## src/design/ptq_pkg.sv

```systemverilog
package ptq_pkg;

   localparam int CNT_W = 16;
   localparam int NUM_CH = 4;

   // register byte offsets
   localparam logic [7:0] OFS_CTRL = 8'h00;
   localparam logic [7:0] OFS_LIMA = 8'h04;
   localparam logic [7:0] OFS_LIMB = 8'h08;
   localparam logic [7:0] OFS_STAT = 8'h0C;

   // control register fields
   localparam int CTRL_EN_BIT = 0;
   localparam int CTRL_CLASS_LSB = 1;
   localparam int CTRL_SRC_LSB = 4;
   localparam int CTRL_POL_LSB = 6;
   localparam int CTRL_REJECT_BIT = 8;
   localparam int CTRL_OUTSIDE_BIT = 9;
   localparam int CTRL_SLOWER_BIT = 10;
   localparam int CTRL_USED_W = 11;

   // status register fields
   localparam int STAT_CMP_LSB = 0;
   localparam int STAT_TRK_LSB = 4;
   localparam int STAT_CNT_LSB = 16;

   // reset values
   localparam logic [CTRL_USED_W-1:0] CTRL_RST = 11'h000;
   localparam logic [CNT_W-1:0] LIMA_RST = 16'h0010;
   localparam logic [CNT_W-1:0] LIMB_RST = 16'h0040;
   localparam logic [CNT_W-1:0] CNT_ONE = 16'h0001;
   localparam logic [CNT_W-1:0] CNT_MAX = 16'hFFFF;

   typedef enum logic [2:0] {
      CLS_GLITCH,
      CLS_RUNT,
      CLS_WIDTH,
      CLS_SLEW,
      CLS_TIMEOUT
   } ptq_class_e;

   typedef enum logic [1:0] {
      POL_POS,
      POL_NEG,
      POL_EITHER
   } ptq_pol_e;

   typedef enum logic [1:0] {
      TRK_IDLE,
      TRK_UP,
      TRK_DN
   } ptq_trk_e;

   // comparator outputs of one channel: above upper, above level, above lower
   typedef struct packed {
      logic upper;
      logic level;
      logic lower;
   } ptq_cmp_s;

   typedef struct packed {
      logic slower;
      logic outside;
      logic reject;
      logic [1:0] pol;
      logic [1:0] src;
      logic [2:0] cls;
      logic en;
   } ptq_ctrl_s;

endpackage : ptq_pkg

```

## src/design/ptq_qualifier.sv

```systemverilog
// Contract
// - five pulse classes; only the selected class may raise a trigger
// - one of four channels is the source for every class
// - glitch positive triggers on positive pulse narrower than glitch width
// - glitch negative triggers on negative pulse narrower than glitch width
// - glitch either triggers on any pulse narrower than glitch width
// - accept triggers on narrower pulses, reject triggers on wider pulses
// - runt positive: rise through lower, fall back, never cross upper
// - runt negative: fall through upper, rise back, never cross lower
// - runt either: cross one threshold, recross it before the other
// - runt trigger fires when the first threshold is recrossed
// - width triggers when pulse width is inside, or optionally outside, limits
// - width positive and negative polarity are separately selectable
// - slew positive qualifies edge crossing lower then upper threshold
// - slew negative qualifies edge crossing upper then lower threshold
// - slew either qualifies edge crossing either threshold then the other
// - slew triggers when transit is faster, or slower, than the set rate
// - timeout high triggers when level stays high longer than timeout
// - timeout low triggers when level stays low longer than timeout
// - timeout either triggers when level stays on either side for timeout
//
// The register offsets and the AHB-Lite interface to the registers were decided locally.
`timescale 1ns/10ps
`default_nettype none

module ptq_qualifier
   import ptq_pkg::*;
(
   input wire logic hclk,
   input wire logic hresetn,
   input wire logic hsel,
   input wire logic [31:0] haddr,
   input wire logic [1:0] htrans,
   input wire logic hwrite,
   input wire logic [2:0] hsize,
   input wire logic [31:0] hwdata,
   input wire logic hready,
   output logic hreadyout,
   output logic hresp,
   output logic [31:0] hrdata,
   input wire ptq_cmp_s input_channel_one,
   input wire ptq_cmp_s input_channel_two,
   input wire ptq_cmp_s input_channel_three,
   input wire ptq_cmp_s input_channel_four,
   output logic trig_out
);

   function automatic logic pol_ok(input logic [1:0] pol, input logic positive);
      pol_ok = (pol == POL_EITHER) || (positive ? (pol == POL_POS) : (pol == POL_NEG));
   endfunction : pol_ok

   ptq_ctrl_s ctrl_q;
   logic [CNT_W-1:0] lima_q;
   logic [CNT_W-1:0] limb_q;
   logic [CNT_W-1:0] tcnt_q;
   logic wr_pend_q;
   logic [7:0] wr_addr_q;
   logic [31:0] hrdata_q;
   logic addr_ph;

   ptq_cmp_s ch_in [NUM_CH];
   ptq_cmp_s s1_q [NUM_CH];
   ptq_cmp_s s2_q [NUM_CH];
   ptq_cmp_s cur;
   ptq_cmp_s prev_q;
   logic lvl_rise, lvl_fall, lvl_edge;
   logic lo_rise, lo_fall, hi_rise, hi_fall;

   logic [CNT_W-1:0] run_q;
   logic run_vld_q;
   ptq_trk_e trk_q;
   logic [CNT_W-1:0] tr_q;
   logic up_done, up_back, dn_done, dn_back;

   logic hit_glitch, hit_runt, hit_width, hit_slew, hit_timeout;
   logic hit_sel;
   logic trig_q;

   // ---------------- register bus ----------------
   // zero wait states: every transfer completes in its first data-phase cycle
   assign hreadyout = 1'b1;
   assign hresp = 1'b0;
   assign addr_ph = hsel && htrans[1] && hready;

   always_ff @(posedge hclk or negedge hresetn) begin
      if (!hresetn) begin
         wr_pend_q <= 1'b0;
         wr_addr_q <= 8'h00;
      end else begin
         wr_pend_q <= addr_ph && hwrite;
         wr_addr_q <= haddr[7:0];
      end
   end

   always_ff @(posedge hclk or negedge hresetn) begin
      if (!hresetn) begin
         ctrl_q <= ptq_ctrl_s'(CTRL_RST);
         lima_q <= LIMA_RST;
         limb_q <= LIMB_RST;
      end else if (wr_pend_q) begin
         case (wr_addr_q)
            OFS_CTRL: ctrl_q <= ptq_ctrl_s'(hwdata[CTRL_USED_W-1:0]);
            OFS_LIMA: lima_q <= hwdata[CNT_W-1:0];
            OFS_LIMB: limb_q <= hwdata[CNT_W-1:0];
            default: ;
         endcase
      end
   end

   // read data is sampled in the address phase; a read right behind a write
   // to the same register returns the value before that write
   always_ff @(posedge hclk or negedge hresetn) begin
      if (!hresetn) begin
         hrdata_q <= 32'h0000_0000;
      end else if (addr_ph && !hwrite) begin
         case (haddr[7:0])
            OFS_CTRL: hrdata_q <= {21'h00_0000, ctrl_q};
            OFS_LIMA: hrdata_q <= {16'h0000, lima_q};
            OFS_LIMB: hrdata_q <= {16'h0000, limb_q};
            OFS_STAT: hrdata_q <= {tcnt_q, 10'h000, trk_q, 1'b0, prev_q};
            default: hrdata_q <= 32'h0000_0000;
         endcase
      end
   end
   assign hrdata = hrdata_q;

   // trigger counter; a write to status clears it, a trigger in that cycle is counted after the clear, leaving one
   always_ff @(posedge hclk or negedge hresetn) begin
      if (!hresetn) begin
         tcnt_q <= '0;
      end else if (trig_q) begin
         tcnt_q <= (wr_pend_q && wr_addr_q == OFS_STAT) ? CNT_ONE : tcnt_q + CNT_ONE;
      end else if (wr_pend_q && wr_addr_q == OFS_STAT) begin
         tcnt_q <= '0;
      end
   end

   // ---------------- comparator synchronisers ----------------
   assign ch_in[0] = input_channel_one;
   assign ch_in[1] = input_channel_two;
   assign ch_in[2] = input_channel_three;
   assign ch_in[3] = input_channel_four;

   genvar gi;
   generate
      for (gi = 0; gi < NUM_CH; gi++) begin : g_sync
         always_ff @(posedge hclk or negedge hresetn) begin
            if (!hresetn) begin
               s1_q[gi] <= '0;
               s2_q[gi] <= '0;
            end else begin
               s1_q[gi] <= ch_in[gi];
               s2_q[gi] <= s1_q[gi];
            end
         end
      end
   endgenerate

   assign cur = s2_q[ctrl_q.src];

   always_ff @(posedge hclk or negedge hresetn) begin
      if (!hresetn) begin
         prev_q <= '0;
      end else begin
         prev_q <= cur;
      end
   end

   assign lvl_rise = cur.level && !prev_q.level;
   assign lvl_fall = !cur.level && prev_q.level;
   assign lvl_edge = lvl_rise || lvl_fall;
   assign lo_rise = cur.lower && !prev_q.lower;
   assign lo_fall = !cur.lower && prev_q.lower;
   assign hi_rise = cur.upper && !prev_q.upper;
   assign hi_fall = !cur.upper && prev_q.upper;

   // ---------------- level run length ----------------
   // run_q is the number of cycles the level has held; on an edge it is the
   // width of the pulse that just ended
   always_ff @(posedge hclk or negedge hresetn) begin
      if (!hresetn) begin
         run_q <= '0;
         run_vld_q <= 1'b0;
      end else if (lvl_edge) begin
         run_q <= CNT_ONE;
         run_vld_q <= 1'b1;
      end else if (run_q != CNT_MAX) begin
         run_q <= run_q + CNT_ONE;
      end
   end

   // ---------------- threshold crossing tracker ----------------
   // shared by runt and slew: UP after rising through lower only,
   // DN after falling through upper only
   always_ff @(posedge hclk or negedge hresetn) begin
      if (!hresetn) begin
         trk_q <= TRK_IDLE;
         tr_q <= '0;
      end else begin
         if (tr_q != CNT_MAX) begin
            tr_q <= tr_q + CNT_ONE;
         end
         if (hi_fall && cur.lower && !lo_fall) begin
            trk_q <= TRK_DN;
            tr_q <= CNT_ONE;
         end else if (lo_rise && !cur.upper && !hi_rise) begin
            trk_q <= TRK_UP;
            tr_q <= CNT_ONE;
         end else begin
            case (trk_q)
               TRK_UP: if (hi_rise || lo_fall) trk_q <= TRK_IDLE;
               TRK_DN: if (hi_rise || lo_fall) trk_q <= TRK_IDLE;
               TRK_IDLE: trk_q <= TRK_IDLE;
               default: trk_q <= TRK_IDLE;
            endcase
         end
      end
   end

   assign up_done = (trk_q == TRK_UP) && hi_rise;
   assign up_back = (trk_q == TRK_UP) && lo_fall && !hi_rise;
   assign dn_done = (trk_q == TRK_DN) && lo_fall;
   assign dn_back = (trk_q == TRK_DN) && hi_rise && !lo_fall;

   // ---------------- class qualifiers ----------------
   always_comb begin
      hit_glitch = run_vld_q && ((lvl_fall && pol_ok(ctrl_q.pol, 1'b1)) ||
                                 (lvl_rise && pol_ok(ctrl_q.pol, 1'b0))) &&
                   (ctrl_q.reject ? (run_q > lima_q) : (run_q < lima_q));
      hit_runt = (up_back && pol_ok(ctrl_q.pol, 1'b1)) ||
                 (dn_back && pol_ok(ctrl_q.pol, 1'b0));
      hit_width = run_vld_q && ((lvl_fall && pol_ok(ctrl_q.pol, 1'b1)) ||
                                (lvl_rise && pol_ok(ctrl_q.pol, 1'b0))) &&
                  (((run_q >= lima_q) && (run_q <= limb_q)) ^ ctrl_q.outside);
      hit_slew = ((up_done && pol_ok(ctrl_q.pol, 1'b1)) ||
                  (dn_done && pol_ok(ctrl_q.pol, 1'b0))) &&
                 (ctrl_q.slower ? (tr_q > lima_q) : (tr_q < lima_q));
      // fires once, in the cycle the level has held exactly the limit (run_q == lima_q)
      hit_timeout = !lvl_edge && (run_q == lima_q) && (run_q != CNT_MAX) &&
                    pol_ok(ctrl_q.pol, cur.level);
      case (ctrl_q.cls)
         CLS_GLITCH: hit_sel = hit_glitch;
         CLS_RUNT: hit_sel = hit_runt;
         CLS_WIDTH: hit_sel = hit_width;
         CLS_SLEW: hit_sel = hit_slew;
         CLS_TIMEOUT: hit_sel = hit_timeout;
         default: hit_sel = 1'b0;
      endcase
   end

   always_ff @(posedge hclk or negedge hresetn) begin
      if (!hresetn) begin
         trig_q <= 1'b0;
      end else begin
         trig_q <= ctrl_q.en && hit_sel;
      end
   end
   assign trig_out = trig_q;
endmodule : ptq_qualifier

`default_nettype wire

```

## config.mk

```make
export PLATFORM = sky130hd
export DESIGN_NAME = ptq_qualifier
export DESIGN_NICKNAME = d
export VERILOG_FILES = /design/src/design/ptq_pkg.sv /design/src/design/ptq_qualifier.sv
export SDC_FILE = /design/constraint.sdc
export NUM_CORES = 1
export LEC_CHECK = 0
export CAP_MARGIN = 15
export CORE_AREA = 2 2 154 156
export DETAILED_ROUTE_END_ITERATION = 8
export DIE_AREA = 0 0 156 158
export DONT_BUFFER_PORTS = 1
export SYNTH_ARGS = -nofsm -noshare
export SYNTH_HDL_FRONTEND = slang
export SYNTH_SLANG_ARGS = --single-unit
```

## constraint.sdc

```tcl
create_clock -name hclk -period 3.6 [get_ports hclk]
set_input_delay 0.36 -clock hclk [delete_from_list [all_inputs] [get_ports hclk]]
set_output_delay 0.36 -clock hclk [all_outputs]
set_load 0.05 [all_outputs]
```

==> flow_metrics.tcl <==
set metrics [dict create \
    status "finished with violations" \
    violations "hold timing" \
    cts_made_buffers 17 \
    nets 885 \
    drive_above_1_share 0.126 \
    power_leakage_nw 4.25 \
    clk_pin_slew_ns 0.07 \
    slew_headroom 0.382 \
    m1WireLength_um 8220 \
    synth_seq_cells 163 \
    critical_path_class "reg2reg" \
    grtUsageTotal 0.150 \
    yosysSeqAreaShare 0.513 \
    synth_flop_cell "dfrtp_1" \
    p_int_w 0.00301 \
    first_iter_violations 327 \
    vias 5431 \
    fin_skew_ns 0.0168 \
    arrival_ns 3.20 \
    tightest_slew_ns 0.925 \
    syn-cell-area_mm2 0.00795 \
    rows 56 \
    report.final.slew_viol_count 0 \
    core_mm2 0.0231 \
    dieHeight_um 158 \
    finalCritPeriodShare 0.792 \
    wl_met3_um 974 \
    drt_wl_total_um 17500 \
    pwr-share-seq 0.495 \
    synth-edff-count 0 \
    synth_cells 711 \
    end_kind "flop" \
    final_util 0.393 \
    die_w_um 156 \
    grt_max_degree 164 \
    power_density_mw_per_mm2 442 \
    insertedDiodeCount 0 \
    ys_warn_count 0 \
    synth_cell_types 55 \
    wl_per_cell_um 16.8 \
    synth_area_leaders "dfrtp_1 51%, ha_1 9.1%, mux2_2 5.7%" \
    postSynthAreaPerCell_um2 11.2 \
    tritoncts "yes" \
    clockPowerShare 0.433 \
    start_kind "flop" \
    path_max_fanout 6 \
    fin_crit_ns 2.85 \
    holdWs_ns -0.381 \
    hold_path_class "in2async" \
    power.total_w 0.00401 \
    ys_async_sr_fraction 1.00 \
    postCtsHoldBufs 20 \
    vdd_drop_max_mv 0.241 \
    required_ns 3.95 \
    place.gp.congestion 0.843 \
    portBuffers 0 \
    clock_sinks 163 \
    overflow 0 \
    syn-num-nets 855 \
    ant_nets 0 \
    top_layer_used "met4" \
    drc 0 \
    antenna_found_initial 0 \
    dr.pass1.iters 4 \
    worstSkewPairLatency_ns 0.43 \
    htreeDepth 4 \
    via_per_inst 5.21 \
    comb_power_share 0.072 \
    wl_met2_um 8000 \
    dieArea_mm2 0.0246 \
    max_freq_mhz 351 \
    rsz0062_at_grt "no" \
    setup_viol 0 \
    first_global_vias 5392 \
    ctsRootBufferMaster "clkbuf_16" \
    tns_ns 0 \
    ff2ff_setup_slack_ns 0.75 \
    dp_hpwl_um 12500 \
    area_growth_pct 14.0 \
    cts.path.max_buffers 2 \
    swShare 0.249 \
    cts_resized 0 \
    yosysTopAreaCellShare 0.507 \
    cap_violations 0 \
    boundaryPins 121 \
    floorplan.initialDensity 0.345 \
    p_switching_w 0.000997 \
    grt_pass1_wl_um 28600 \
    postCtsSetupBuffers 0 \
    synth_top_area_cell "dfrtp_1" \
    hold_violations 163 \
]
## cell type report
cell class	instances	area [um^2]
Sequential cell	163	4080
Timing Repair Buffer	29	268
Clock inverter	12	125
Fill cell	2196	14000
Inverter	48	180
Clock buffer	19	433
Tap cell	290	363
Multi-Input combinational cell	482	3610
## per-layer routing
metal / vias up / track usage
li1: 2602 / -
met1: 2693 / 0.200
met2: 118 / 0.236
met3: 18 / 0.0402
met4: 0 / 0.0520
met5: - / 0
## registers in the layout, indices dropped and copies added (netlist names)
name and count:
hrdata 32, tr_q 16, tcnt_q 16, ctrl_q 11, trig_out 1, wr_pend_q 1
prev_q 3, wr_addr_q 8, trk_q 2, lima_q 16, s2_q 12, run_vld_q 1
s1_q 12, run_q 16, limb_q 16
## metrics by stage
stage / cell area, um^2 / hold slack (ns) / setup slack [ns] / cells
after floorplan: 7950 / 0.0644 / 1.02 / 711
after global placement: 8300 / 0.0684 / 0.781 / 992
after detailed placement: 8300 / 0.0687 / 0.764 / 992
after CTS: 9060 / -0.399 / 0.745 / 1043
after global routing: 9060 / -0.401 / 0.589 / 1043
final: 9060 / -0.381 / 0.749 / 1043
## cells in the mapped netlist (2+ instances only)
cell type / count
and2_1: 9
a22o_1: 21
mux2_2: 40
o211ai_1: 3
nor3_1: 9
nand4_1: 22
ha_1: 58
conb_1: 2
a22oi_1: 5
o211a_1: 2
o21ai_0: 26
buf_2: 2
nor2b_1: 8
nand3_1: 26
nand3b_1: 3
a211oi_1: 4
a31o_2: 2
dfstp_2: 2
and4_1: 3
buf_4: 2
a2111oi_0: 3
xnor2_1: 16
clkbuf_1: 12
nand2_1: 56
mux2i_1: 11
or4_1: 5
nor2_1: 47
nor4_1: 5
nor3b_1: 2
or3_1: 5
dfrtp_1: 161
nand2b_1: 4
inv_1: 48
mux4_2: 8
a21o_1: 5
xor2_1: 18
a21oi_1: 31
and3_1: 8
## cells by family (layout without fill, tap and decap cells)
family,Yosys count,in the layout,share of synthesized area
buffers and inverters,66,108,0.0326
AOI/OAI and AO/OA,111,111,0.0930
xor gates and xnor gates,34,34,0.0374
other,2,2,0.000944
and+or+nand+nor,218,218,0.138
DFF,163,163,0.513
adders and majority gates,58,58,0.0913
muxes,59,59,0.0931
## cell usage in the layout, fill, tap and decap left out, drive strengths merged, types with 21 or more instances in the layout
master / n
dfrtp: 161
ha: 58
nand2: 56
inv: 53
nor2: 47
mux2: 40
a21oi: 31
o21ai: 26
nand3: 26
nand4: 22
a22o: 21
## worst max-delay path, stage by stage (launching register included)
cell and delay (ns):
dfrtp_1 0.46, ha_1 0.35, nand4_1 0.16, or4_1 0.59, or2_1 0.30, or4_1 0.52, a211o_1 0.32, o2111ai_2 0.06
## power by group through the flow
| stage | Combinational [W] | Clock (W) | Sequential (W) |
|---|---|---|---|
| detailed placement | 0.000272 | 0 | 0.00202 |
| CTS | 0.000293 | 0.00177 | 0.00199 |
| global placement | 0.000265 | 0 | 0.00202 |
| global route | 0.000338 | 0.00186 | 0.00200 |
| finish | 0.000290 | 0.00173 | 0.00198 |
| floorplan | 0.000223 | 0 | 0.00200 |
## final timing paths
kind,start,cells after the start,endpoint
worst max-delay path,run_q[14],7,trig_out
worst min-delay path,hresetn,0,s1_q[5]
worst max register to register,run_q[14],7,trig_out
worst min register to register,s1_q[8],0,s2_q[8]
max in group asynchronous,hresetn,0,limb_q[6]
min in group hclk,hwdata[6],2,ctrl_q[6]
Power figures use the tool's default switching activity.
